## config.mk

```make
export PLATFORM = sky130hd
export DESIGN_NAME = osw_ctrl
export DESIGN_NICKNAME = d
export VERILOG_FILES = /design/src/hw/osw_pkg.sv /design/src/hw/osw_sync.sv /design/src/hw/osw_ctrl.sv
export SDC_FILE = /design/constraint.sdc
export NUM_CORES = 1
export LEC_CHECK = 0
export BUFFER_PORTS_ARGS = -buffer_cell sky130_fd_sc_hd__buf_2
export CAP_MARGIN = 20
export CORE_MARGIN = 3
export CORE_UTILIZATION = 47
export DETAILED_ROUTE_END_ITERATION = 6
export PLACE_DENSITY = 0.87
export SYNTH_ARGS = -nofsm -noshare
export SYNTH_HDL_FRONTEND = slang
export SYNTH_SLANG_ARGS = --single-unit
```

## constraint.sdc

```tcl
create_clock -name pclk -period 1.88 [get_ports pclk]
set_clock_uncertainty 0.2 [all_clocks]
set_input_delay 0.094 -clock pclk [delete_from_list [all_inputs] [get_ports pclk]]
set_output_delay 0.094 -clock pclk [all_outputs]
set_load 0.02 [all_outputs]
```

## src/hw/osw_pkg.sv

```systemverilog
// Package of register map, field positions and codes for the oscillator switch
package osw_pkg;
   // Register byte addresses
   localparam logic [11:0] OSW_CTRL_ADDR = 12'h000;
   localparam logic [11:0] OSW_KEY_ADDR = 12'h004;
   localparam logic [11:0] OSW_STAT_ADDR = 12'h008;
   localparam logic [11:0] OSW_MASK_ADDR = 12'h00C;
   // Control register field positions
   localparam int CUR_LSB = 12;
   localparam int NEXT_LSB = 8;
   localparam int FREEZE_BIT = 7;
   localparam int PINMAP_BIT = 6;
   localparam int PLLOK_BIT = 5;
   localparam int FAIL_BIT = 3;
   localparam int REQ_BIT = 0;
   // Writable bits of the control register
   localparam logic [15:0] CTRL_WMASK = 16'h07C9;
   // Unlock key pair, written in order to the key register
   localparam logic [15:0] KEY_FIRST = 16'h0046;
   localparam logic [15:0] KEY_SECOND = 16'h0057;
   // Status bits: 0 switch done, 1 switch aborted, 2 clock fail
   localparam int EV_DONE = 0;
   localparam int EV_ABORT = 1;
   localparam int EV_FAIL = 2;
   localparam int EV_N = 3;
   // Source encodings
   typedef enum logic [2:0] {
      SRC_FRC = 3'h0,
      SRC_FRC_PLL = 3'h1,
      SRC_PRI = 3'h2,
      SRC_PRI_PLL = 3'h3,
      SRC_RSVD = 3'h4,
      SRC_LOW_POWER_RC_OSC = 3'h5,
      SRC_FRC_DIV16 = 3'h6,
      SRC_FRC_DIVN = 3'h7
   } osw_src_type;
   // Reset value of the current source
   localparam logic [2:0] CUR_RESET = 3'h0;
endpackage

```

## src/hw/osw_sync.sv

```systemverilog
// Two flip-flop synchroniser for a bundle of level inputs
`timescale 1ns/100ps
module osw_sync #(
   parameter int WIDTH = 1
) (
   input wire logic pclk,
   input wire logic presetn,
   input wire logic [WIDTH-1:0] async_in,
   output logic [WIDTH-1:0] sync_out
);
   logic [WIDTH-1:0] meta_q;

   // A zero-width bundle has nothing to carry
   if (WIDTH < 1) begin
      $error("WIDTH out of range");
   end

   // First stage feeds only the second stage
   always_ff @(posedge pclk or negedge presetn) begin
      if (!presetn) begin
         meta_q <= '0;
         sync_out <= '0;
      end else begin
         meta_q <= async_in;
         sync_out <= meta_q;
      end
   end
endmodule

```

## src/hw/osw_ctrl.sv

```systemverilog
// Oscillator control register with clock switch sequencing, APB slave
//
// Local design decisions: the address map and register access over APB.
`timescale 1ns/100ps
// How it works
// - The new source field at bits 10 to 8 is writable and loads a strap at power-on.
// - With the freeze bit set and monitor strap bit 0 high, clock settings are locked.
// - Bit 6 drives the pin-map freeze output directly.
// - Bit 5 reads the PLL lock status and cannot be written.
// - Bit 3 is set when the fail-safe monitor reports a clock failure.
// - Writing one to bit 3 acts as a real clock failure and raises the trap.
// - Writing one to bit 0 starts a switch; the bit reads zero once it is done.
// - Bits 15, 11, 4, 2 and 1 read zero and ignore writes.
module osw_ctrl #(
   parameter int SW_WAIT = 16
) (
   input wire logic pclk,
   input wire logic presetn,
   input wire logic psel,
   input wire logic penable,
   input wire logic pwrite,
   input wire logic [11:0] paddr,
   input wire logic [31:0] pwdata,
   output logic [31:0] prdata,
   output logic pready,
   output logic pslverr,
   input wire logic [2:0] next_source_strap,
   input wire logic switch_monitor_cfg_bit0,
   input wire logic pll_locked,
   input wire logic clock_fail_detect,
   input wire logic osc_ready,
   output logic [2:0] current_source,
   output logic pin_map_freeze,
   output logic config_locked,
   output logic osc_fail_trap,
   output logic irq
);
   import osw_pkg::*;

   // The wait counter is 16 bits wide and needs at least one cycle
   if (SW_WAIT < 1 || SW_WAIT > 65535) begin
      $error("SW_WAIT out of range");
   end

   typedef enum logic [2:0] {
      ST_IDLE = 3'b001,
      ST_WAIT = 3'b010,
      ST_SETTLE = 3'b100
   } osw_state_type;

   osw_state_type state_q, state_d;
   logic [2:0] cur_q, next_q;
   logic freeze_q, pinmap_q, fail_q, req_q;
   logic [1:0] unlock_q;
   logic [1:0] strap_cnt_q;
   logic [15:0] wait_q;
   logic [EV_N-1:0] stat_q, mask_q, ev;
   logic [31:0] prdata_q;
   logic [3:0] pins_s;
   // Strap counts: the two sync stages hold reset zeros until edge two
   localparam logic [1:0] STRAP_LOAD = 2'd2;
   localparam logic [1:0] STRAP_DONE = 2'd3;
   logic pll_s, fail_s, rdy_s, mon_s;
   logic [2:0] strap_s;

   // Pins come from other clock domains, so synchronise first
   // Bit 0 of the pin bundle carries the monitor strap
   osw_sync #(.WIDTH(4)) u_sync (
      .pclk(pclk),
      .presetn(presetn),
      .async_in({pll_locked, clock_fail_detect, osc_ready,
                 switch_monitor_cfg_bit0}),
      .sync_out(pins_s)
   );
   osw_sync #(.WIDTH(3)) u_strap (
      .pclk(pclk),
      .presetn(presetn),
      .async_in(next_source_strap),
      .sync_out(strap_s)
   );
   assign pll_s = pins_s[3];
   assign fail_s = pins_s[2];
   assign rdy_s = pins_s[1];
   assign mon_s = pins_s[0];

   // Bus decode; APB answers in the access cycle with no wait states
   wire acc = psel & penable;
   wire wr = acc & pwrite;
   wire hit_ctrl = paddr == OSW_CTRL_ADDR;
   wire hit_key = paddr == OSW_KEY_ADDR;
   wire hit_stat = paddr == OSW_STAT_ADDR;
   wire hit_mask = paddr == OSW_MASK_ADDR;
   wire mapped = hit_ctrl | hit_key | hit_stat | hit_mask;
   wire [15:0] wd = pwdata[15:0] & CTRL_WMASK;
   wire ctrl_wr = wr & hit_ctrl & (unlock_q == 2'd2);
   wire locked = freeze_q & mon_s;
   wire sel_wr = ctrl_wr & ~locked;
   wire [2:0] tgt = next_q;
   wire bad_tgt = tgt == SRC_RSVD ||
      (cur_q == SRC_PRI_PLL && tgt == SRC_FRC_PLL) ||
      (cur_q == SRC_FRC_PLL && tgt == SRC_PRI_PLL);
   wire sw_fail = ctrl_wr & wd[FAIL_BIT];
   wire done_ev = state_q == ST_SETTLE;
   wire abort_ev = state_q == ST_IDLE & req_q & bad_tgt;

   // Outputs; pready is tied high since every access completes at once
   assign pready = 1'b1;
   assign pslverr = acc & ~mapped;
   assign prdata = prdata_q;
   assign current_source = cur_q;
   assign pin_map_freeze = pinmap_q;
   assign config_locked = locked;
   assign osc_fail_trap = fail_q;
   // Level interrupt while any unmasked status bit is set
   assign ev = {fail_s | sw_fail, abort_ev, done_ev};
   assign irq = |(stat_q & mask_q);

   // Read mux; layout with zeros in unused bits
   wire [15:0] ctrl_rd;
   assign ctrl_rd[15] = 1'b0;
   assign ctrl_rd[11] = 1'b0;
   assign ctrl_rd[4] = 1'b0;
   assign ctrl_rd[2:1] = 2'b00;
   assign ctrl_rd[CUR_LSB +: 3] = cur_q;
   assign ctrl_rd[NEXT_LSB +: 3] = next_q;
   assign ctrl_rd[FREEZE_BIT] = freeze_q;
   assign ctrl_rd[PINMAP_BIT] = pinmap_q;
   assign ctrl_rd[PLLOK_BIT] = pll_s;
   assign ctrl_rd[FAIL_BIT] = fail_q;
   assign ctrl_rd[REQ_BIT] = req_q;
   wire [31:0] rd_mux = hit_ctrl ? {16'h0000, ctrl_rd} :
      hit_stat ? {29'h0000_0000, stat_q} :
      hit_mask ? {29'h0000_0000, mask_q} : 32'h0000_0000;

   // Switch sequencer; a source that never reports ready leaves the
   // request bit high, which is how software sees a stuck switch
   always_comb begin
      state_d = state_q;
      unique case (state_q)
         ST_IDLE: begin
            if (req_q && !bad_tgt) begin
               state_d = ST_WAIT;
            end
         end
         ST_WAIT: begin
            if (rdy_s && wait_q == 16'h0000) begin
               state_d = ST_SETTLE;
            end
         end
         ST_SETTLE: begin
            state_d = ST_IDLE;
         end
      endcase
   end

   // Wait counter reloads while idle so every switch waits the full time
   wire [15:0] wait_d = (state_q == ST_IDLE) ? 16'(SW_WAIT - 1) :
      (wait_q != 16'h0000) ? wait_q - 16'h0001 : wait_q;

   // State register
   always_ff @(posedge pclk or negedge presetn) begin
      if (!presetn) begin
         state_q <= ST_IDLE;
      end else begin
         state_q <= state_d;
      end
   end

   // Wait counter register
   always_ff @(posedge pclk or negedge presetn) begin
      if (!presetn) begin
         wait_q <= 16'h0000;
      end else begin
         wait_q <= wait_d;
      end
   end

   // Unlock key tracker; any other bus write disarms it
   always_ff @(posedge pclk or negedge presetn) begin
      if (!presetn) begin
         unlock_q <= 2'd0;
      end else if (wr) begin
         if (hit_key && pwdata[15:0] == KEY_FIRST) begin
            unlock_q <= 2'd1;
         end else if (hit_key && pwdata[15:0] == KEY_SECOND &&
                      unlock_q == 2'd1) begin
            unlock_q <= 2'd2;
         end else begin
            unlock_q <= 2'd0;
         end
      end
   end

   // Strap counter; the strap is taken only once both stages hold it
   always_ff @(posedge pclk or negedge presetn) begin
      if (!presetn) begin
         strap_cnt_q <= 2'd0;
      end else if (strap_cnt_q != STRAP_DONE) begin
         strap_cnt_q <= strap_cnt_q + 2'd1;
      end
   end

   // strap first, then software while no switch runs
   wire strap_load = strap_cnt_q == STRAP_LOAD;
   wire next_wr = sel_wr & (state_q == ST_IDLE);
   wire [2:0] next_d = strap_load ? strap_s :
      next_wr ? wd[NEXT_LSB +: 3] : next_q;

   // New source register
   always_ff @(posedge pclk or negedge presetn) begin
      if (!presetn) begin
         next_q <= CUR_RESET;
      end else begin
         next_q <= next_d;
      end
   end

   // freeze cannot be undone while the lock holds
   wire freeze_d = ctrl_wr ? (wd[FREEZE_BIT] | (freeze_q & locked)) :
      freeze_q;
   // pin-map freeze follows bit 6 of each accepted write
   wire pinmap_d = ctrl_wr ? wd[PINMAP_BIT] : pinmap_q;

   // Freeze and pin-map registers
   always_ff @(posedge pclk or negedge presetn) begin
      if (!presetn) begin
         freeze_q <= 1'b0;
         pinmap_q <= 1'b0;
      end else begin
         freeze_q <= freeze_d;
         pinmap_q <= pinmap_d;
      end
   end

   // fail flag; a failure in the clearing cycle keeps it set
   wire fail_set = fail_s | sw_fail;
   wire fail_d = fail_set | (fail_q & ~ctrl_wr);

   // Fail flag register, which doubles as the trap output
   always_ff @(posedge pclk or negedge presetn) begin
      if (!presetn) begin
         fail_q <= 1'b0;
      end else begin
         fail_q <= fail_d;
      end
   end

   // request and completion; done and abort win over a new request
   wire req_set = sel_wr & wd[REQ_BIT];
   wire req_d = (done_ev | abort_ev) ? 1'b0 : (req_q | req_set);
   // current source kept unless the switch completes
   wire [2:0] cur_d = done_ev ? next_q : cur_q;

   // Request and current source registers
   always_ff @(posedge pclk or negedge presetn) begin
      if (!presetn) begin
         cur_q <= CUR_RESET;
         req_q <= 1'b0;
      end else begin
         cur_q <= cur_d;
         req_q <= req_d;
      end
   end

   // Events win over write-one-clear in the same cycle
   wire [EV_N-1:0] stat_clr = {EV_N{wr & hit_stat}} & pwdata[EV_N-1:0];
   wire [EV_N-1:0] stat_d = (stat_q & ~stat_clr) | ev;
   wire [EV_N-1:0] mask_d = (wr & hit_mask) ? pwdata[EV_N-1:0] : mask_q;

   // Status and mask registers
   always_ff @(posedge pclk or negedge presetn) begin
      if (!presetn) begin
         stat_q <= '0;
         mask_q <= '0;
      end else begin
         stat_q <= stat_d;
         mask_q <= mask_d;
      end
   end

   // Read data is taken in the setup cycle and stands until the next
   // read, so the access cycle needs no wait state
   wire rd_setup = psel & ~penable & ~pwrite;
   wire [31:0] prdata_d = rd_setup ? rd_mux : prdata_q;

   // Read data register
   always_ff @(posedge pclk or negedge presetn) begin
      if (!presetn) begin
         prdata_q <= 32'h0000_0000;
      end else begin
         prdata_q <= prdata_d;
      end
   end
endmodule

```

After elaboration in Yosys (flattened, before gate mapping)
Cells that the tools add are included.
{"block": "classes", "n_addsub": 2, "muxes": 13, "n_eq_ne": 19, "bitwise": 36, "n_reduce_logical": 17}
{"cell": "== test 16 x 7 -> 1 bit (second input constant)", "n": 2}
{"cell": "two-way mux 16 bit", "n": 2}
{"cell": "== test 12 x 4 -> 1 bit (second input constant)", "n": 2}
{"cell": "AND 1 bit", "n": 18}
{"cell": "two-way mux 3 bit", "n": 6}
{"cell": "zero test 16 bit", "n": 1}
{"cell": "nonzero test 16 bit", "n": 1}
{"cell": "subtractor 16 x 1 -> 16 bit (second input constant)", "n": 1}
{"cell": "two-way mux 15 bit", "n": 1}
{"cell": "== test 12 x 3 -> 1 bit (second input constant)", "n": 1}
{"cell": "zero test 12 bit", "n": 1}
{"cell": "AND 3 bit", "n": 3}
{"cell": "== test 3 x 1 -> 1 bit (second input constant)", "n": 3}
{"cell": "== test 3 x 2 -> 1 bit (second input constant)", "n": 3}
{"cell": "case mux 3 bit (3 select lines)", "n": 1}
{"cell": "OR 1 bit", "n": 8}
{"cell": "logical AND 1 bit", "n": 7}
{"cell": "== test 3 bit (second input constant)", "n": 2}
{"cell": "NOT 1 bit", "n": 5}
{"cell": "== test 2 bit (second input constant)", "n": 2}
{"cell": "two-way mux 2 bit", "n": 2}
{"cell": "inequality test 2 bit (second input constant)", "n": 2}
{"cell": "nonzero test 2 bit", "n": 2}
{"cell": "NOT 3 bit", "n": 1}
{"cell": "other kinds (9)", "n": 10}
{"block": "totals", "inputBits": 56, "reg_bits": 85, "elab_cells": 104}

Longest topological paths before layout
{"block": "depth", "depth_word": 8, "depth_mapped": 7}

Cells and area by module
A second synthesis with hierarchy kept.
{"block": "unflattened", "cells_unflattened": 294, "area_unflattened_um2": 3196.8}
{"mod": "osw_ctrl", "area_each_um2": 2846.5, "cells_per_inst": 280, "seq_area_each_um2": 1302.5, "instances": 1}
{"mod": "osw_sync (u_sync)", "area_each_um2": 200.2, "cells_per_inst": 8, "seq_area_each_um2": 200.2, "instances": 1}
{"mod": "osw_sync (u_strap)", "area_each_um2": 150.1, "cells_per_inst": 6, "seq_area_each_um2": 150.1, "instances": 1}

Worst setup path after synthesis
OpenSTA, ideal clock, no wires.
{"block": "synth_path", "path_type": "flip-flop to flip-flop", "from": "register wait_q[0]", "to": "register wait_q[6]", "period_less_slack_ns": 1.950, "setup_slack_ns": -0.070, "path_stages_with_launch": 6, "path_buffers": 0, "arrival_time_ns": 1.672, "setup_ns": 0.078, "required_ns": 1.602, "path_cell_list": "dfrtp_1 > inv_1 > ha_1 > or3b_1 > or4_1 > a21oi_1"}
{"block": "synth_between", "elab_chain_len": 3, "elab_cells_between_ends": 5, "classes_between": "add/sub: 1; mux: 2; reduce/logical: 2"}
{"element": "start: declaration", "line": "osw_ctrl.sv:56", "source": "logic [15:0] wait_q;"}
{"element": "start signal: assignment", "line": "osw_ctrl.sv:174", "source": "wait_q <= wait_d;"}
{"element": "subtractor 16 x 1 -> 16 bit", "line": "osw_ctrl.sv:158", "source": "(wait_q != 16'h0000) ? wait_q - 16'h0001 : wait_q;"}
{"element": "two-way mux 16 bit", "line": "osw_ctrl.sv:158"}
{"element": "two-way mux 16 bit", "line": "osw_ctrl.sv:157", "source": "wire [15:0] wait_d = (state_q == ST_IDLE) ? 16'(SW_WAIT - 1) :"}
Several ways; a longest one is shown, not always the timed one. The select of a mux whose other input is x is not followed.
A chain may end at the register's enable or synchronous reset.

Worst setup path after layout
{"block": "layout_path", "from": "input pwdata[11]", "to": "register unlock_q[0]"}
{"block": "layout_between", "elab_chain_len": 3}
{"element": "start: declaration", "line": "osw_ctrl.sv:23", "source": "input wire logic [31:0] pwdata,"}
{"element": "== test 16 x 7 -> 1 bit", "line": "osw_ctrl.sv:183", "source": "if (hit_key && pwdata[15:0] == KEY_FIRST) begin"}
{"element": "logical AND 1 bit", "line": "osw_ctrl.sv:183"}
{"element": "two-way mux 2 bit", "line": "osw_ctrl.sv:183"}
{"element": "end signal: assignment", "line": "osw_ctrl.sv:181", "source": "unlock_q <= 2'd0;"}
{"element": "end signal: assignment", "line": "osw_ctrl.sv:184", "source": "unlock_q <= 2'd1;"}
{"element": "end signal: assignment", "line": "osw_ctrl.sv:187", "source": "unlock_q <= 2'd2;"}
{"element": "end: declaration", "line": "osw_ctrl.sv:54", "source": "logic [1:0] unlock_q;"}
Every way passes these cells.

==> results_dict.tcl <==
set metrics [dict create \
    outcome "finished, violations left" \
    violations "negative setup slack" \
    cp.arrival_ns 2.04 \
    syn_area_um2 3260 \
    clkLatencyLatePin_ns 0.36 \
    grt_start_max_net_pins 51 \
    seq_area_um2 1650 \
    multi_input_area_um2 1610 \
    hold_path.class "primary input to asynchronous set/reset pin" \
    crit_path_end_kind "flip-flop" \
    place_congestion 0.915 \
    synthMuxAreaShare_pct 2.92 \
    synthDominantCellAreaShare_pct 49.9 \
    ys_ff_latch 66 \
    synth_compound_area_share_pct 14.0 \
    synthXorXnorAreaFrac_pct 0.806 \
    finalMaxSlewViolations 0 \
    vias 3081 \
    cts-root-buf "clkbuf_8" \
    row_count 29 \
    fin_crit_sh_pct 105 \
    hpwl_um 5460 \
    nFillCells 446 \
    utilization_pct 67.2 \
    drc_errors 0 \
    viasPerCell 6.05 \
    grt_use_total_pct 21.0 \
    required_ns 1.93 \
    synth_cell_types 54 \
    wl_um 9460 \
    fp.dieW_um 89.3 \
    io_pins 97 \
    setup_viol 8 \
    yosys_warnings 0 \
    period_minus_slack_ns 1.98 \
    path_clk_slew_ns 0.07 \
    yosysTopAreaCell "dfrtp_1" \
    clock_path_buffers 2 \
    areaGrowthSynthToFinish_pct 34.5 \
    grt_pass1_vias 2740 \
    avgSynthCellArea_um2 10.8 \
    numCtsBuffers 9 \
    critical_path_class "primary input to flip-flop" \
    final-hold-violation-count 0 \
    grt-ovfl-total 0 \
    leakage_nw 2.02 \
    cp_max_fo 2 \
    cts_tree "yes" \
    synth_top_family_by_area "simple AND/OR/NAND/NOR gates" \
    dr.pass1.iters 6 \
    synth_async_sr_flop_share_pct 100 \
    power_density_nw_per_um2 1050 \
    cts.sinks 66 \
    synth_ff_type "dfrtp_1" \
    htree_levels 3 \
    fp.dieArea_um2 7980 \
    fmax_mhz 505 \
    grt_pass1_wl_um 12800 \
    critPathLaunchType "primary input" \
    fin_tns_setup_ns -0.436 \
    detail-route-antenna-nets 0 \
    die-height_um 89.3 \
    drv_cap 0 \
    nets 486 \
    port_buffers 60 \
    synthSimpleGateAreaFrac_pct 23.7 \
    drive_gt1_share_pct 36.2 \
    synth_seq_area_share_pct 50.7 \
    synthAdderAreaFrac_pct 1.53 \
    synthCells 303 \
    antenna_found_initial 0 \
    core-area_um2 6530 \
    setup_slack_ns -0.101 \
    synth.area.top_cells "dfrtp_1, buf_4, nor4_4" \
    wl_per_cell_um 18.6 \
    start_util_pct 49.9 \
    first_iter_violations 392 \
    ir_worst_vdd_v 0.000437 \
    synth_edf_count 0 \
    rsz0062_at_grt "yes" \
]
## flip-flops by register name (all words and copies together), names as in the netlist
signal,flops
wait_q,16
stat_q,3
req_q,1
unlock_q,2
u_sync.meta_q,4
osc_fail_trap,1
strap_cnt_q,2
pin_map_freeze,1
mask_q,3
u_sync.sync_out,4
freeze_q,1
prdata,13
u_strap.meta_q,3
current_source,3
state_q,3
u_strap.sync_out,3
next_q,3
## worst max-delay path: stages
cell and delay [ns]:
dlygate4sd3_1 0.53, buf_2 0.14, nor4b_1 0.43, nand2_1 0.11, or4_4 0.54, o31ai_2 0.18
## report_power, final
group          leakage [nW]  switching [mW]  internal [mW]  total, mW
clock network        0.0827           0.570          0.480       1.05
logic                  1.11           0.884          0.802       1.69
registers             0.822           0.249           1.62       1.87
total                  2.02            1.70           2.90       4.61
## kinds of logic after synthesis
kind of cell / count (synthesis)
mux: 9
xor+xnor: 3
fa+ha+maj: 4
flops: 66
compound gates: 66
other cells: 2
buf+inv: 33
simple gates: 120
## layout make-up
class	instances	area share, %
flip-flops and latches	66	37.7
multi-input cells	222	36.6
repair buffers	121	19.1
clock buffers	10	2.91
well taps	77	2.20
clock inverters	6	0.970
inverters	6	0.513
diodes	1	0.0570
## layout by cell type, fill, tap and decap left out, types with 5 or more instances in the layout
cell           Yosys  layout
o31ai_1           11      10
nor2_1            17      16
conb_1             2      20
a21oi_1           17      13
nand3_1           12      11
dfrtp_1           65      64
dlygate4sd3_1      0      26
mux2i_1            5       5
clkbuf_8           0       9
buf_4             20      34
a22o_1            12      12
o21ai_0           10       8
buf_2              0      60
nor4_4             6       7
nand2_1           29      28
## synthesized netlist by cell type, types with 7 or more instances
master    number
clkbuf_1       7
nor2_1        17
o21ai_0       10
a22o_1        12
buf_4         20
a21oi_1       17
o31ai_1       11
nand3_1       12
dfrtp_1       65
nand2_1       29
## what timing repair did
item | in CTS | in global routing
setup buffers | 2 | 5
resized for setup | 4 | 24
pin swaps | 5 | 8
hold buffers | 26 | 0
endpoints found under the hold margin | 85 | 0
endpoints found under the setup margin | 6 | 17
## routing by layer
layer / track usage (%) / wire length [um]
met1: 25.5 / 3510
met2: 34.7 / 4580
met3: 3.69 / 774
met4: 13.0 / 597
met5: 0 / 0
## worst paths after layout
check                                 start                  to  slack [ns]  cells after the start
min reg2reg                u_sync.meta_q[0]  u_sync.sync_out[0]        0.15                      0
min                                 presetn   u_strap.meta_q[2]       0.006                      2
min in group pclk                  paddr[3]           prdata[0]        0.02                      3
max reg2reg                       wait_q[0]           wait_q[6]       -0.07                      5
max in group asynchronous           presetn          state_q[0]        0.84                      3
max                              pwdata[11]         unlock_q[0]       -0.10                      6
## stage by stage
step | instance area [um^2] | std cells | hold slack [ns] | setup WS [ns] | total power, mW
2_1_floorplan | 3350 | 321 | -0.402 | -0.0310 | 2.65
3_5_place_dp | 3790 | 459 | -0.154 | -0.107 | 3.20
5_1_grt | 4380 | 508 | 0.0373 | -0.183 | 4.84
6_report | 4390 | 509 | 0.00592 | -0.101 | 4.61
4_1_cts | 4250 | 503 | 0.00329 | -0.0334 | 4.33
3_3_place_gp | 3790 | 459 | -0.156 | -0.00923 | 3.14
Power figures use the tool's default switching activity.
